### src/hdl/cie_pkg.sv
// Operation
// - Trap flag set raises type 1 after each completed instruction.
// - No step trap after prefix, segment-register write or wait instruction.
// - Step entry clears trap flag; return restores it from saved status word.
// - Breakpoint instruction enters as type 3, table address 12.
// - Fixed maskable types: timer0 8, timers 18/19, dma 10/11, lines 12-15.
// - Programmed levels govern only when all are unique, else defaults.
// - Timers share one level; timer0 above timer1 above timer2.
// - Coprocessor opcodes trap as type 7; enhanced mode needs relocation trap bit.
// - Coprocessor trap returns to the opcode or its segment prefix.
// - Nonmaskable request taken as type 2 regardless of enable; clears enable.
// - Overflow trap instruction with overflow flag set raises type 4.
// - Limit check raises type 5 when index lies outside bounds pair.
// - Undefined opcode raises type 6.
// - Unmasked coprocessor error raises type 16 at next numerics instruction.
// - Maskable requests need enable flag; every entry clears it after save.
// - Interrupt return restores status word including enable flag.
// - Return re-enabling with request pending enters service at once.
// - Slave mode makes timer1, timer2 and dma vector types programmable.
// - While init input is low nothing executes and no bus cycle starts.
// - After init release and a delay, first fetch is at FFFF0.
// - Init loads status word, segments, relocation and upper select resets.
// - Hardware requests sampled only at instruction boundaries, after software.
// - Service pointer fetched from 256-entry table at type times four.
// - Divide quotient overflow raises type 0.
package cie_pkg;
  // ----------------------------------------
  // Vector types
  // ----------------------------------------
  localparam logic [7:0] TYPE_DIV   = 8'h00;
  localparam logic [7:0] TYPE_STEP  = 8'h01;
  localparam logic [7:0] TYPE_NMI   = 8'h02;
  localparam logic [7:0] TYPE_BRK   = 8'h03;
  localparam logic [7:0] TYPE_OVF   = 8'h04;
  localparam logic [7:0] TYPE_BOUND = 8'h05;
  localparam logic [7:0] TYPE_UNDEF = 8'h06;
  localparam logic [7:0] TYPE_ESC   = 8'h07;
  localparam logic [7:0] TYPE_TMR0  = 8'h08;
  localparam logic [7:0] TYPE_DMA0  = 8'h0A;
  localparam logic [7:0] TYPE_DMA1  = 8'h0B;
  localparam logic [7:0] TYPE_EXT0  = 8'h0C;
  localparam logic [7:0] TYPE_NUM   = 8'h10;
  localparam logic [7:0] TYPE_TMR1  = 8'h12;
  localparam logic [7:0] TYPE_TMR2  = 8'h13;
  localparam logic [7:0] ESC_LO     = 8'hD8;
  localparam logic [7:0] ESC_HI     = 8'hDF;
  // ----------------------------------------
  // Status word and reset values
  // ----------------------------------------
  localparam int          SW_TF      = 8;
  localparam int          SW_IF      = 9;
  localparam int          SW_OF      = 11;
  localparam logic [15:0] SW_RST     = 16'hF002;
  localparam logic [15:0] CS_RST     = 16'hFFFF;
  localparam logic [15:0] IP_RST     = 16'h0000;
  localparam logic [15:0] RELOC_RST  = 16'h20FF;
  localparam logic [15:0] UMCS_RST   = 16'hFFFB;
  localparam logic [19:0] FETCH_RST  = 20'hF_FFF0;
  localparam int          RELOC_ESC  = 14;
  // ----------------------------------------
  // Maskable sources: timer group, dma0, dma1, four lines
  // ----------------------------------------
  localparam int          NSRC       = 7;
  localparam int          LVL_W      = 3;
  localparam logic [27:0] DEF_PRIO   = 28'h9876_542;
  // ----------------------------------------
  // APB map
  // ----------------------------------------
  localparam logic [11:0] OFF_CTRL   = 12'h000;
  localparam logic [11:0] OFF_RELOC  = 12'h004;
  localparam logic [11:0] OFF_UMCS   = 12'h008;
  localparam logic [11:0] OFF_PRIO   = 12'h00C;
  localparam logic [11:0] OFF_SVEC   = 12'h010;
  localparam logic [11:0] OFF_STAT   = 12'h014;
  localparam int          CTRL_ENH   = 0;
  localparam int          CTRL_SLV   = 1;
  // ----------------------------------------
  // Timing
  // ----------------------------------------
  localparam int          CLK_NS     = 4;
  localparam int          INIT_NS    = 40;
  localparam int          INIT_CYC   = (INIT_NS + CLK_NS - 1) / CLK_NS;
endpackage : cie_pkg

### src/hdl/cie_core.sv
// Added by the designer: the APB register port and the register addresses.
`timescale 1ns/10ps
module cie_core
  import cie_pkg::*;
(
  // Clock and resets
  input  wire logic        clk_i,
  input  wire logic        rst_b_i,
  input  wire logic        system_init_input_n_i,
  // APB slave
  input  wire logic        psel_i,
  input  wire logic        penable_i,
  input  wire logic        pwrite_i,
  input  wire logic [11:0] paddr_i,
  input  wire logic [31:0] pwdata_i,
  output logic      [31:0] prdata_o,
  output logic             pready_o,
  output logic             pslverr_o,
  // Instruction boundary from the core
  input  wire logic        instr_done_i,
  input  wire logic        instr_prefix_i,
  input  wire logic        instr_seg_write_i,
  input  wire logic        instr_wait_i,
  input  wire logic        instr_numeric_i,
  input  wire logic [7:0]  opcode_i,
  input  wire logic        esc_prefix_i,
  input  wire logic [15:0] instr_ip_i,
  input  wire logic [15:0] prefix_ip_i,
  input  wire logic [15:0] next_ip_i,
  input  wire logic [15:0] cur_cs_i,
  // Instruction exception causes
  input  wire logic        div_overflow_i,
  input  wire logic        undef_opcode_i,
  input  wire logic        limit_check_i,
  input  wire logic [15:0] limit_index_i,
  input  wire logic [15:0] limit_lo_i,
  input  wire logic [15:0] limit_hi_i,
  input  wire logic        overflow_trap_i,
  input  wire logic        breakpoint_i,
  input  wire logic        soft_int_i,
  input  wire logic [7:0]  soft_type_i,
  input  wire logic        coproc_error_i,
  // Flag traffic
  input  wire logic        int_return_i,
  input  wire logic [15:0] int_return_sw_i,
  input  wire logic        sw_write_i,
  input  wire logic [15:0] sw_data_i,
  // Hardware requests
  input  wire logic        nonmaskable_request_i,
  input  wire logic [2:0]  timer_req_i,
  input  wire logic [1:0]  dma_req_i,
  input  wire logic [3:0]  external_request_lines_i,
  // Vector fetch answer
  input  wire logic        vec_ack_i,
  input  wire logic [15:0] vec_cs_i,
  input  wire logic [15:0] vec_ip_i,
  // Core control
  output logic             core_hold_o,
  output logic             fetch_valid_o,
  output logic      [19:0] fetch_addr_o,
  output logic             push_valid_o,
  output logic      [15:0] push_data_o,
  output logic             vec_req_o,
  output logic      [9:0]  vec_addr_o,
  output logic      [8:0]  src_ack_o,
  output logic      [15:0] status_word_o
);
  // ----------------------------------------
  // State
  // ----------------------------------------
  typedef enum logic [2:0] {S_INIT, S_RUN, S_PSW, S_PCS, S_PIP, S_VEC} cie_fsm_type;
  typedef struct packed {
    cie_fsm_type fsm;
    logic [7:0]  cnt;
    logic [15:0] sw;
    logic [15:0] ret_cs;
    logic [15:0] ret_ip;
    logic [7:0]  vtype;
    logic        nmi_pend;
    logic        nmi_q;
    logic        enh;
    logic        slv;
    logic [15:0] reloc;
    logic [15:0] umcs;
    logic [20:0] prio;
    logic [31:0] svec;
    logic [31:0] prdata;
    logic        pready;
    logic        pslverr;
    logic        hold;
    logic        fv;
    logic [19:0] faddr;
    logic        pv;
    logic [15:0] pdata;
    logic        vreq;
    logic [9:0]  vaddr;
    logic [8:0]  ack;
  } cie_state_type;

  cie_state_type s;
  cie_state_type next_s;

  // ----------------------------------------
  // Functions
  // ----------------------------------------
  // Segment and offset to physical address
  function automatic logic [19:0] phys(input logic [15:0] seg, input logic [15:0] off);
    phys = {seg, 4'h0} + {4'h0, off};
  endfunction : phys

  // True when every source has its own programmed level
  function automatic logic lvl_unique(input logic [20:0] p);
    lvl_unique = 1'b1;
    for (int i = 0; i < NSRC; i++)
      for (int j = i + 1; j < NSRC; j++)
        if (p[i*LVL_W +: LVL_W] == p[j*LVL_W +: LVL_W])
          lvl_unique = 1'b0;
  endfunction : lvl_unique

  // Winning source index, valid in bit 3
  function automatic logic [3:0] pick(input logic [6:0] req, input logic [20:0] p);
    logic [3:0] best;
    logic [3:0] lvl;
    logic       uq;
    best = 4'h0;
    lvl  = 4'hF;
    uq   = lvl_unique(p);
    for (int i = 0; i < NSRC; i++)
    begin
      // Lower level wins; ties keep the lower index
      if (req[i] && ((uq ? {1'b0, p[i*LVL_W +: LVL_W]} : DEF_PRIO[i*4 +: 4]) < lvl ||
                     !best[3]))
      begin
        lvl  = uq ? {1'b0, p[i*LVL_W +: LVL_W]} : DEF_PRIO[i*4 +: 4];
        best = {1'b1, 3'(i)};
      end
    end
    pick = best;
  endfunction : pick

  // ----------------------------------------
  // Boundary decode
  // ----------------------------------------
  logic        at_bnd;
  logic        is_esc;
  logic        esc_trap;
  logic        lim_fail;
  logic [15:0] base_sw;
  logic [6:0]  mreq;
  logic [3:0]  win;
  logic        exc_any;
  logic        mask_take;
  logic        step_take;

  assign at_bnd   = (s.fsm == S_RUN) && instr_done_i;
  assign is_esc   = (opcode_i >= ESC_LO) && (opcode_i <= ESC_HI);
  assign esc_trap = is_esc && (!s.enh || s.reloc[RELOC_ESC]);
  assign lim_fail = limit_check_i && (($signed(limit_index_i) < $signed(limit_lo_i)) ||
                    ($signed(limit_index_i) > $signed(limit_hi_i)));
  // Flags as they stand after the instruction
  assign base_sw  = int_return_i ? int_return_sw_i : (sw_write_i ? sw_data_i : s.sw);
  assign mreq     = {external_request_lines_i, dma_req_i, |timer_req_i};
  assign win      = pick(mreq, s.prio);
  assign exc_any  = div_overflow_i || undef_opcode_i || esc_trap || lim_fail ||
                    (overflow_trap_i && s.sw[SW_OF]) || breakpoint_i || soft_int_i ||
                    (instr_numeric_i && coproc_error_i);
  assign mask_take = win[3] && base_sw[SW_IF];
  // Suppressed after prefix, segment writes and wait
  assign step_take = s.sw[SW_TF] && !instr_prefix_i && !instr_seg_write_i &&
                     !instr_wait_i;

  // ----------------------------------------
  // Next state
  // ----------------------------------------
  always_comb
  begin
    next_s      = s;
    next_s.fv   = 1'b0;
    next_s.pv   = 1'b0;
    next_s.ack  = 9'h000;
    // Edge of the nonmaskable input; a new edge beats the clear
    next_s.nmi_q = nonmaskable_request_i;
    if (nonmaskable_request_i && !s.nmi_q)
      next_s.nmi_pend = 1'b1;

    // APB: setup cycle latches the answer, access cycle completes
    if (psel_i && !penable_i)
    begin
      next_s.pready  = 1'b1;
      next_s.pslverr = 1'b0;
      unique case (paddr_i)
        OFF_CTRL:  next_s.prdata = {30'h0, s.slv, s.enh};
        OFF_RELOC: next_s.prdata = {16'h0, s.reloc};
        OFF_UMCS:  next_s.prdata = {16'h0, s.umcs};
        OFF_PRIO:  next_s.prdata = {11'h0, s.prio};
        OFF_SVEC:  next_s.prdata = s.svec;
        OFF_STAT:  next_s.prdata = {5'h0, 3'(s.fsm), s.vtype, s.sw};
        default:
        begin
          next_s.prdata  = 32'h0000_0000;
          next_s.pslverr = 1'b1;
        end
      endcase
    end
    else if (psel_i && penable_i && s.pready)
    begin
      next_s.pready  = 1'b0;
      next_s.pslverr = 1'b0;
      if (pwrite_i && !s.pslverr)
      begin
        if (paddr_i == OFF_CTRL)
        begin
          next_s.enh = pwdata_i[CTRL_ENH];
          next_s.slv = pwdata_i[CTRL_SLV];
        end
        if (paddr_i == OFF_RELOC)
          next_s.reloc = pwdata_i[15:0];
        if (paddr_i == OFF_UMCS)
          next_s.umcs = pwdata_i[15:0];
        if (paddr_i == OFF_PRIO)
          next_s.prio = pwdata_i[20:0];
        if (paddr_i == OFF_SVEC)
          next_s.svec = pwdata_i;
      end
    end

    // Entry sequencer
    unique case (s.fsm)
      S_INIT:
      begin
        next_s.cnt = s.cnt + 8'h01;
        if (s.cnt == 8'(INIT_CYC - 1))
        begin
          next_s.fsm   = S_RUN;
          next_s.hold  = 1'b0;
          next_s.fv    = 1'b1;
          next_s.faddr = phys(CS_RST, IP_RST);
        end
      end
      S_RUN:
      begin
        // Requests are looked at only when an instruction completes
        if (instr_done_i)
        begin
          next_s.sw     = base_sw;
          next_s.ret_cs = cur_cs_i;
          next_s.ret_ip = next_ip_i;
          next_s.fsm    = S_PSW;
          next_s.hold   = 1'b1;
          if (div_overflow_i)
            next_s.vtype = TYPE_DIV;
          else if (undef_opcode_i)
            next_s.vtype = TYPE_UNDEF;
          else if (esc_trap)
          begin
            next_s.vtype  = TYPE_ESC;
            next_s.ret_ip = esc_prefix_i ? prefix_ip_i : instr_ip_i;
          end
          else if (lim_fail)
            next_s.vtype = TYPE_BOUND;
          else if (overflow_trap_i && s.sw[SW_OF])
            next_s.vtype = TYPE_OVF;
          else if (breakpoint_i)
            next_s.vtype = TYPE_BRK;
          else if (instr_numeric_i && coproc_error_i)
            next_s.vtype = TYPE_NUM;
          else if (soft_int_i)
            next_s.vtype = soft_type_i;
          else if (s.nmi_pend)
          begin
            next_s.vtype    = TYPE_NMI;
            next_s.nmi_pend = nonmaskable_request_i && !s.nmi_q;
          end
          else if (mask_take)
          begin
            // Fixed types; timer1, timer2 and dma types programmed in slave mode
            unique case (win[2:0])
              3'd0:
              begin
                if (timer_req_i[0])
                begin
                  next_s.vtype  = TYPE_TMR0;
                  next_s.ack[0] = 1'b1;
                end
                else if (timer_req_i[1])
                begin
                  next_s.vtype  = s.slv ? s.svec[7:0] : TYPE_TMR1;
                  next_s.ack[1] = 1'b1;
                end
                else
                begin
                  next_s.vtype  = s.slv ? s.svec[15:8] : TYPE_TMR2;
                  next_s.ack[2] = 1'b1;
                end
              end
              3'd1:
              begin
                next_s.vtype  = s.slv ? s.svec[23:16] : TYPE_DMA0;
                next_s.ack[3] = 1'b1;
              end
              3'd2:
              begin
                next_s.vtype  = s.slv ? s.svec[31:24] : TYPE_DMA1;
                next_s.ack[4] = 1'b1;
              end
              default:
              begin
                next_s.vtype = TYPE_EXT0 + 8'(win[2:0] - 3'd3);
                next_s.ack[5 + 32'(win[2:0] - 3'd3)] = 1'b1;
              end
            endcase
          end
          else if (step_take)
            next_s.vtype = TYPE_STEP;
          else
          begin
            next_s.fsm  = S_RUN;
            next_s.hold = 1'b0;
          end
        end
      end
      S_PSW:
      begin
        // Status goes out first, then enable and trap flags drop
        next_s.pv    = 1'b1;
        next_s.pdata = s.sw;
        next_s.sw[SW_IF] = 1'b0;
        next_s.sw[SW_TF] = 1'b0;
        next_s.fsm   = S_PCS;
      end
      S_PCS:
      begin
        next_s.pv    = 1'b1;
        next_s.pdata = s.ret_cs;
        next_s.fsm   = S_PIP;
      end
      S_PIP:
      begin
        next_s.pv    = 1'b1;
        next_s.pdata = s.ret_ip;
        next_s.vreq  = 1'b1;
        next_s.vaddr = {s.vtype, 2'b00};
        next_s.fsm   = S_VEC;
      end
      S_VEC:
      begin
        // Hold request until the pointer arrives
        if (vec_ack_i)
        begin
          next_s.vreq  = 1'b0;
          next_s.fv    = 1'b1;
          next_s.faddr = phys(vec_cs_i, vec_ip_i);
          next_s.hold  = 1'b0;
          next_s.fsm   = S_RUN;
        end
      end
    endcase
  end

  // ----------------------------------------
  // Registers
  // ----------------------------------------
  // Init input aborts everything, like the clock reset
  always_ff @(posedge clk_i)
  begin
    if (!rst_b_i || !system_init_input_n_i)
    begin
      s       <= '0;
      s.fsm   <= S_INIT;
      s.hold  <= 1'b1;
      s.sw    <= SW_RST;
      s.reloc <= RELOC_RST;
      s.umcs  <= UMCS_RST;
    end
    else
      s <= next_s;
  end

  // ----------------------------------------
  // Outputs
  // ----------------------------------------
  assign prdata_o      = s.prdata;
  assign pready_o      = s.pready;
  assign pslverr_o     = s.pslverr;
  assign core_hold_o   = s.hold;
  assign fetch_valid_o = s.fv;
  assign fetch_addr_o  = s.faddr;
  assign push_valid_o  = s.pv;
  assign push_data_o   = s.pdata;
  assign vec_req_o     = s.vreq;
  assign vec_addr_o    = s.vaddr;
  assign src_ack_o     = s.ack;
  assign status_word_o = s.sw;
endmodule : cie_core

### config.mk
export PLATFORM = sky130hd
export DESIGN_NAME = cie_core
export DESIGN_NICKNAME = d
export VERILOG_FILES = /design/src/hdl/cie_pkg.sv /design/src/hdl/cie_core.sv
export SDC_FILE = /design/constraint.sdc
export NUM_CORES = 1
export LEC_CHECK = 0
export BUFFER_PORTS_ARGS = -buffer_cell sky130_fd_sc_hd__buf_2
export CELL_PAD_IN_SITES_DETAIL_PLACEMENT = 1
export CELL_PAD_IN_SITES_GLOBAL_PLACEMENT = 1
export CORE_MARGIN = 4
export CORE_UTILIZATION = 35
export DETAILED_ROUTE_END_ITERATION = 6
export GPL_TIMING_DRIVEN = 0
export PLACE_DENSITY_LB_ADDON = 0.1
export SLEW_MARGIN = 20
export SYNTH_ARGS = -nofsm -noshare
export SYNTH_HDL_FRONTEND = slang
export SYNTH_SLANG_ARGS = --single-unit
### constraint.sdc
create_clock -name clk_i -period 10.4 [get_ports clk_i]
set_clock_uncertainty 0.1 [all_clocks]
set_input_delay 1.04 -clock clk_i [delete_from_list [all_inputs] [get_ports clk_i]]
set_output_delay 1.04 -clock clk_i [all_outputs]
set_load 0.03 [all_outputs]
==> out/qor.log <==
INFO  pwr            pwr-share-clk=44.7%
INFO  synthesis      ys_types=86
INFO  setup_path     endpoint_kind=flop
INFO  setup_path     timing.reg2reg.setup_slack=-0.01ns
INFO  layout         design_area=0.0199mm2
INFO  setup_path     worst_path_arrival_time=10.79ns
INFO  pwr            power.net_switching=628uW
INFO  sta            timing.final.crit_share=100%
INFO  clock_network  hold_buffers=0
INFO  floorplan      dieWidth=214um
INFO  pwr            power_switching_share=26.8%
INFO  route          routedWlPerCell=22.0um
INFO  setup_path     crit_required=10.78ns
INFO  pwr            cellLeakagePower=8.22nW
INFO  setup_path     timing.critical_path.fanout_max=6
INFO  global_route   first_pass_grt_wire_length=94600um
INFO  layout         layout_common_cells=buf_2, nand2_1, dfxtp_1
INFO  route          drt-vias-per-instance=5.41
INFO  floorplan      row_count=75
INFO  route          routed-via-count=16.0k
INFO  floorplan      die_area=0.0457mm2
INFO  synthesis      async_set_or_reset_register_ratio_after_synthesis=0%
INFO  global_route   global_route.overflow_total=0
INFO  layout         layout.cells.most_common=buf_2
INFO  sta            hold_viol_final=0
INFO  synthesis      postSynthAreaPerCell=7.78um2
INFO  worst_hold_path cell_count_of_the_worst_hold_path=2
INFO  global_route   grt_pass1_vias=16.4k
INFO  pwr            vdd_ir_drop_max=110uV
INFO  floorplan      floorplan.core_area=0.0419mm2
INFO  sta            clock.fmax=96.0MHz
INFO  route          first_pass_iters=6
INFO  pwr            power.density_cell_area=118mW/mm2
INFO  floorplan      boundaryPins=377
INFO  global_route   antenna_found_initial=4
INFO  layout         final_layout_size_suffix_gt1_share=31.8%
INFO  floorplan      start_util=35.4%
INFO  pwr            power.share.sequential=40.4%
INFO  sta            post-route-worst-setup-slack=-0.0116ns
INFO  route          totalWireLength=65000um
INFO  synthesis      postSynthCellCount=1905
INFO  global_route   grt_max_degree=15
INFO  sta            setup_viol_count_final=1
INFO  place          post_dp_cell_area=0.0174mm2
INFO  place          port_buffer_cells=369
INFO  clock_network  number_of_clock_sinks=247
INFO  sta            worst-slew-pin-transition=1.29ns
INFO  sta            slew_violations=0
INFO  synthesis      number_of_enable_type_register_cells_in_the_synthesized_netlist=0
INFO  setup_path     timing.rr.start=s[134]
INFO  pwr            p_int=1.72mW
INFO  setup_path     timing.critical_path.slowest_cell_delay=0.44ns
INFO  worst_hold_path hold_path_class=reg -> reg
INFO  place          gp_congestion=0.894
INFO  setup_path     timing.setup.critical_path_class=reg -> reg
INFO  clock_network  clock_latency=0.57ns
INFO  setup_path     r2r_end=src_ack_o[1]
INFO  worst_hold_path hp-start=s[171]
INFO  clock_network  tritoncts=done
INFO  status         run_status=finished with violations
INFO  global_route   grt.total_usage=26.6%
INFO  sta            fin_hold_ws=0.358ns
INFO  synthesis      synth_seq_cells=247
INFO  route          drt_iter0_drc=1150
INFO  worst_hold_path holdPathEnd=s[171]
INFO  layout         final_nets=2722
INFO  place          place.detailed.hpwl=49200um
INFO  floorplan      chipHeight=214um
INFO  synthesis      syn-cell-area=0.0148mm2
INFO  clock_network  clk_pin_slew_worst_paths=0.06ns
INFO  pwr            share_comb_of_total_power=14.8%
INFO  setup_path     reg2reg_depth=62
INFO  sta            rsz0062_at_grt=true
INFO  setup_path     cp_common_cell=ha_4
INFO  setup_path     timing.critical_path.slowest_stage_cell=or3_4
INFO  setup_path     timing.critical_path.from_type=flop
INFO  clock_network  root_buffer_cell=clkbuf_16
INFO  synthesis      ys_seq_area_share=33.3%
INFO  layout         final_core_utilization=47.3%
INFO  synthesis      ys.flop_type=dfxtp_1
INFO  clock_network  cts-buffers-inserted=30
INFO  status         failed_checks=negative setup slack
INFO  route          drcViolationCount=0
INFO  clock_network  cts-htree-levels=1
INFO  job            cap_violations=0
INFO  layout         area_growth=33.9%
INFO  sta            max_slew_margin=13.7%
INFO  clock_network  clock_path_buffers=3
INFO  route          route.antenna.remaining_nets=0
INFO  sta            final_period_minus_worst_setup_slack=10.41ns
INFO  synthesis      ys.warnings.count=0
cell usage after synthesis, types with 24 or more instances:
| cell | number | share of area (%) |
|---|---|---|
| a21oi_1 | 233 | 7.9 |
| a22oi_1 | 36 | 1.8 |
| buf_4 | 112 | 5.7 |
| clkbuf_1 | 97 | 2.5 |
| dfxtp_1 | 247 | 33 |
| ha_1 | 66 | 5.6 |
| inv_1 | 56 | 1.4 |
| mux2i_1 | 42 | 2.8 |
| nand2_1 | 353 | 8.9 |
| nand3_1 | 76 | 2.6 |
| nor2_1 | 80 | 2.0 |
| nor3_1 | 24 | 0.81 |
| o21ai_0 | 58 | 2.0 |
| xnor2_1 | 67 | 4.0 |
per-layer routing:
metal | global-route usage (%) | vias up | part of all wire, %
met1 | 35.6 | 7842 | 44
li1 | - | 7550 | -
met5 | 0 | - | 0.042
met4 | 7.97 | 4 | 2.9
met2 | 44.2 | 462 | 48
met3 | 4.26 | 99 | 5.6
critical path: cells and delay by family, from the launching register on:
kind / cells / cell delay [ns]
flops: 1 / 0.36
xor+xnor: 1 / 0.12
mux: 2 / 0.69
buf+inv: 4 / 0.46
simple gates: 19 / 2.74
fa+ha+maj: 8 / 1.80
compound gates: 28 / 4.02
flip-flops by register name, summed over array words and instances, names as in the netlist, 8 cells and up:
| register | flops |
|---|---|
| s | 140 |
| prdata_o | 32 |
| fetch_addr_o | 20 |
| push_data_o | 16 |
| status_word_o | 16 |
| src_ack_o | 9 |
| vec_addr_o | 8 |
cell type report:
class | count | area [um2]
plain buffers | 230 | 1470
clock buffers | 48 | 910
inverters | 57 | 221
repair buffers | 450 | 2480
well taps | 539 | 674
flip-flops and latches | 247 | 4960
clock inverters | 6 | 61.3
multi-input cells | 1371 | 9080
fillers | 5166 | 22100
diodes | 1 | 2.50
per-stage QoR:
step / setup slack, ns / cells / TNS (ns) / total power, mW
after global placement: -2.18 / 2814 / -29.38 / 1.24
final: -0.0116 / 2949 / -0.0116 / 2.34
after global routing: -0.432 / 2949 / -2.80 / 2.43
after floorplan: 0.00344 / 1906 / 0 / 1.12
after CTS: 0.00847 / 2913 / 0 / 2.32
after detailed placement: -2.33 / 2814 / -31.56 / 1.24
cell families after synthesis:
logic type      Yosys count  share of synthesized area, %
xor+xnor                 81                          4.78
fa+ha+maj                68                          5.77
buf+inv                 288                          10.3
other cells               1                        0.0253
flops                   247                          33.3
compound gates          508                          21.8
mux                      56                          3.97
simple gates            656                          20.0
repair_timing:
item	CTS	global route
buffers inserted	46	34
cloned	0	1
endpoints found under the setup margin	17	17
resized for setup	114	81
pin swaps	34	53
how the worst max path moves through the flow:
stage | from | end | cells after the start
detailed placement | s[125] | src_ack_o[5] | 57
floorplan | s[135] | src_ack_o[1] | 61
global placement | s[125] | src_ack_o[6] | 57
finish | s[134] | src_ack_o[1] | 62
CTS | s[135] | src_ack_o[5] | 64
global route | s[141] | src_ack_o[1] | 63
power groups by stage:
| stage | sequential, mW | clock (mW) | combinational (mW) |
|---|---|---|---|
| global placement | 0.969 | 0 | 0.269 |
| detailed placement | 0.969 | 0 | 0.275 |
| finish | 0.947 | 1.05 | 0.348 |
| global route | 0.947 | 1.10 | 0.377 |
| floorplan | 0.969 | 0 | 0.150 |
| CTS | 0.948 | 1.06 | 0.311 |
Note: power is estimated with default switching activity, not from simulation.
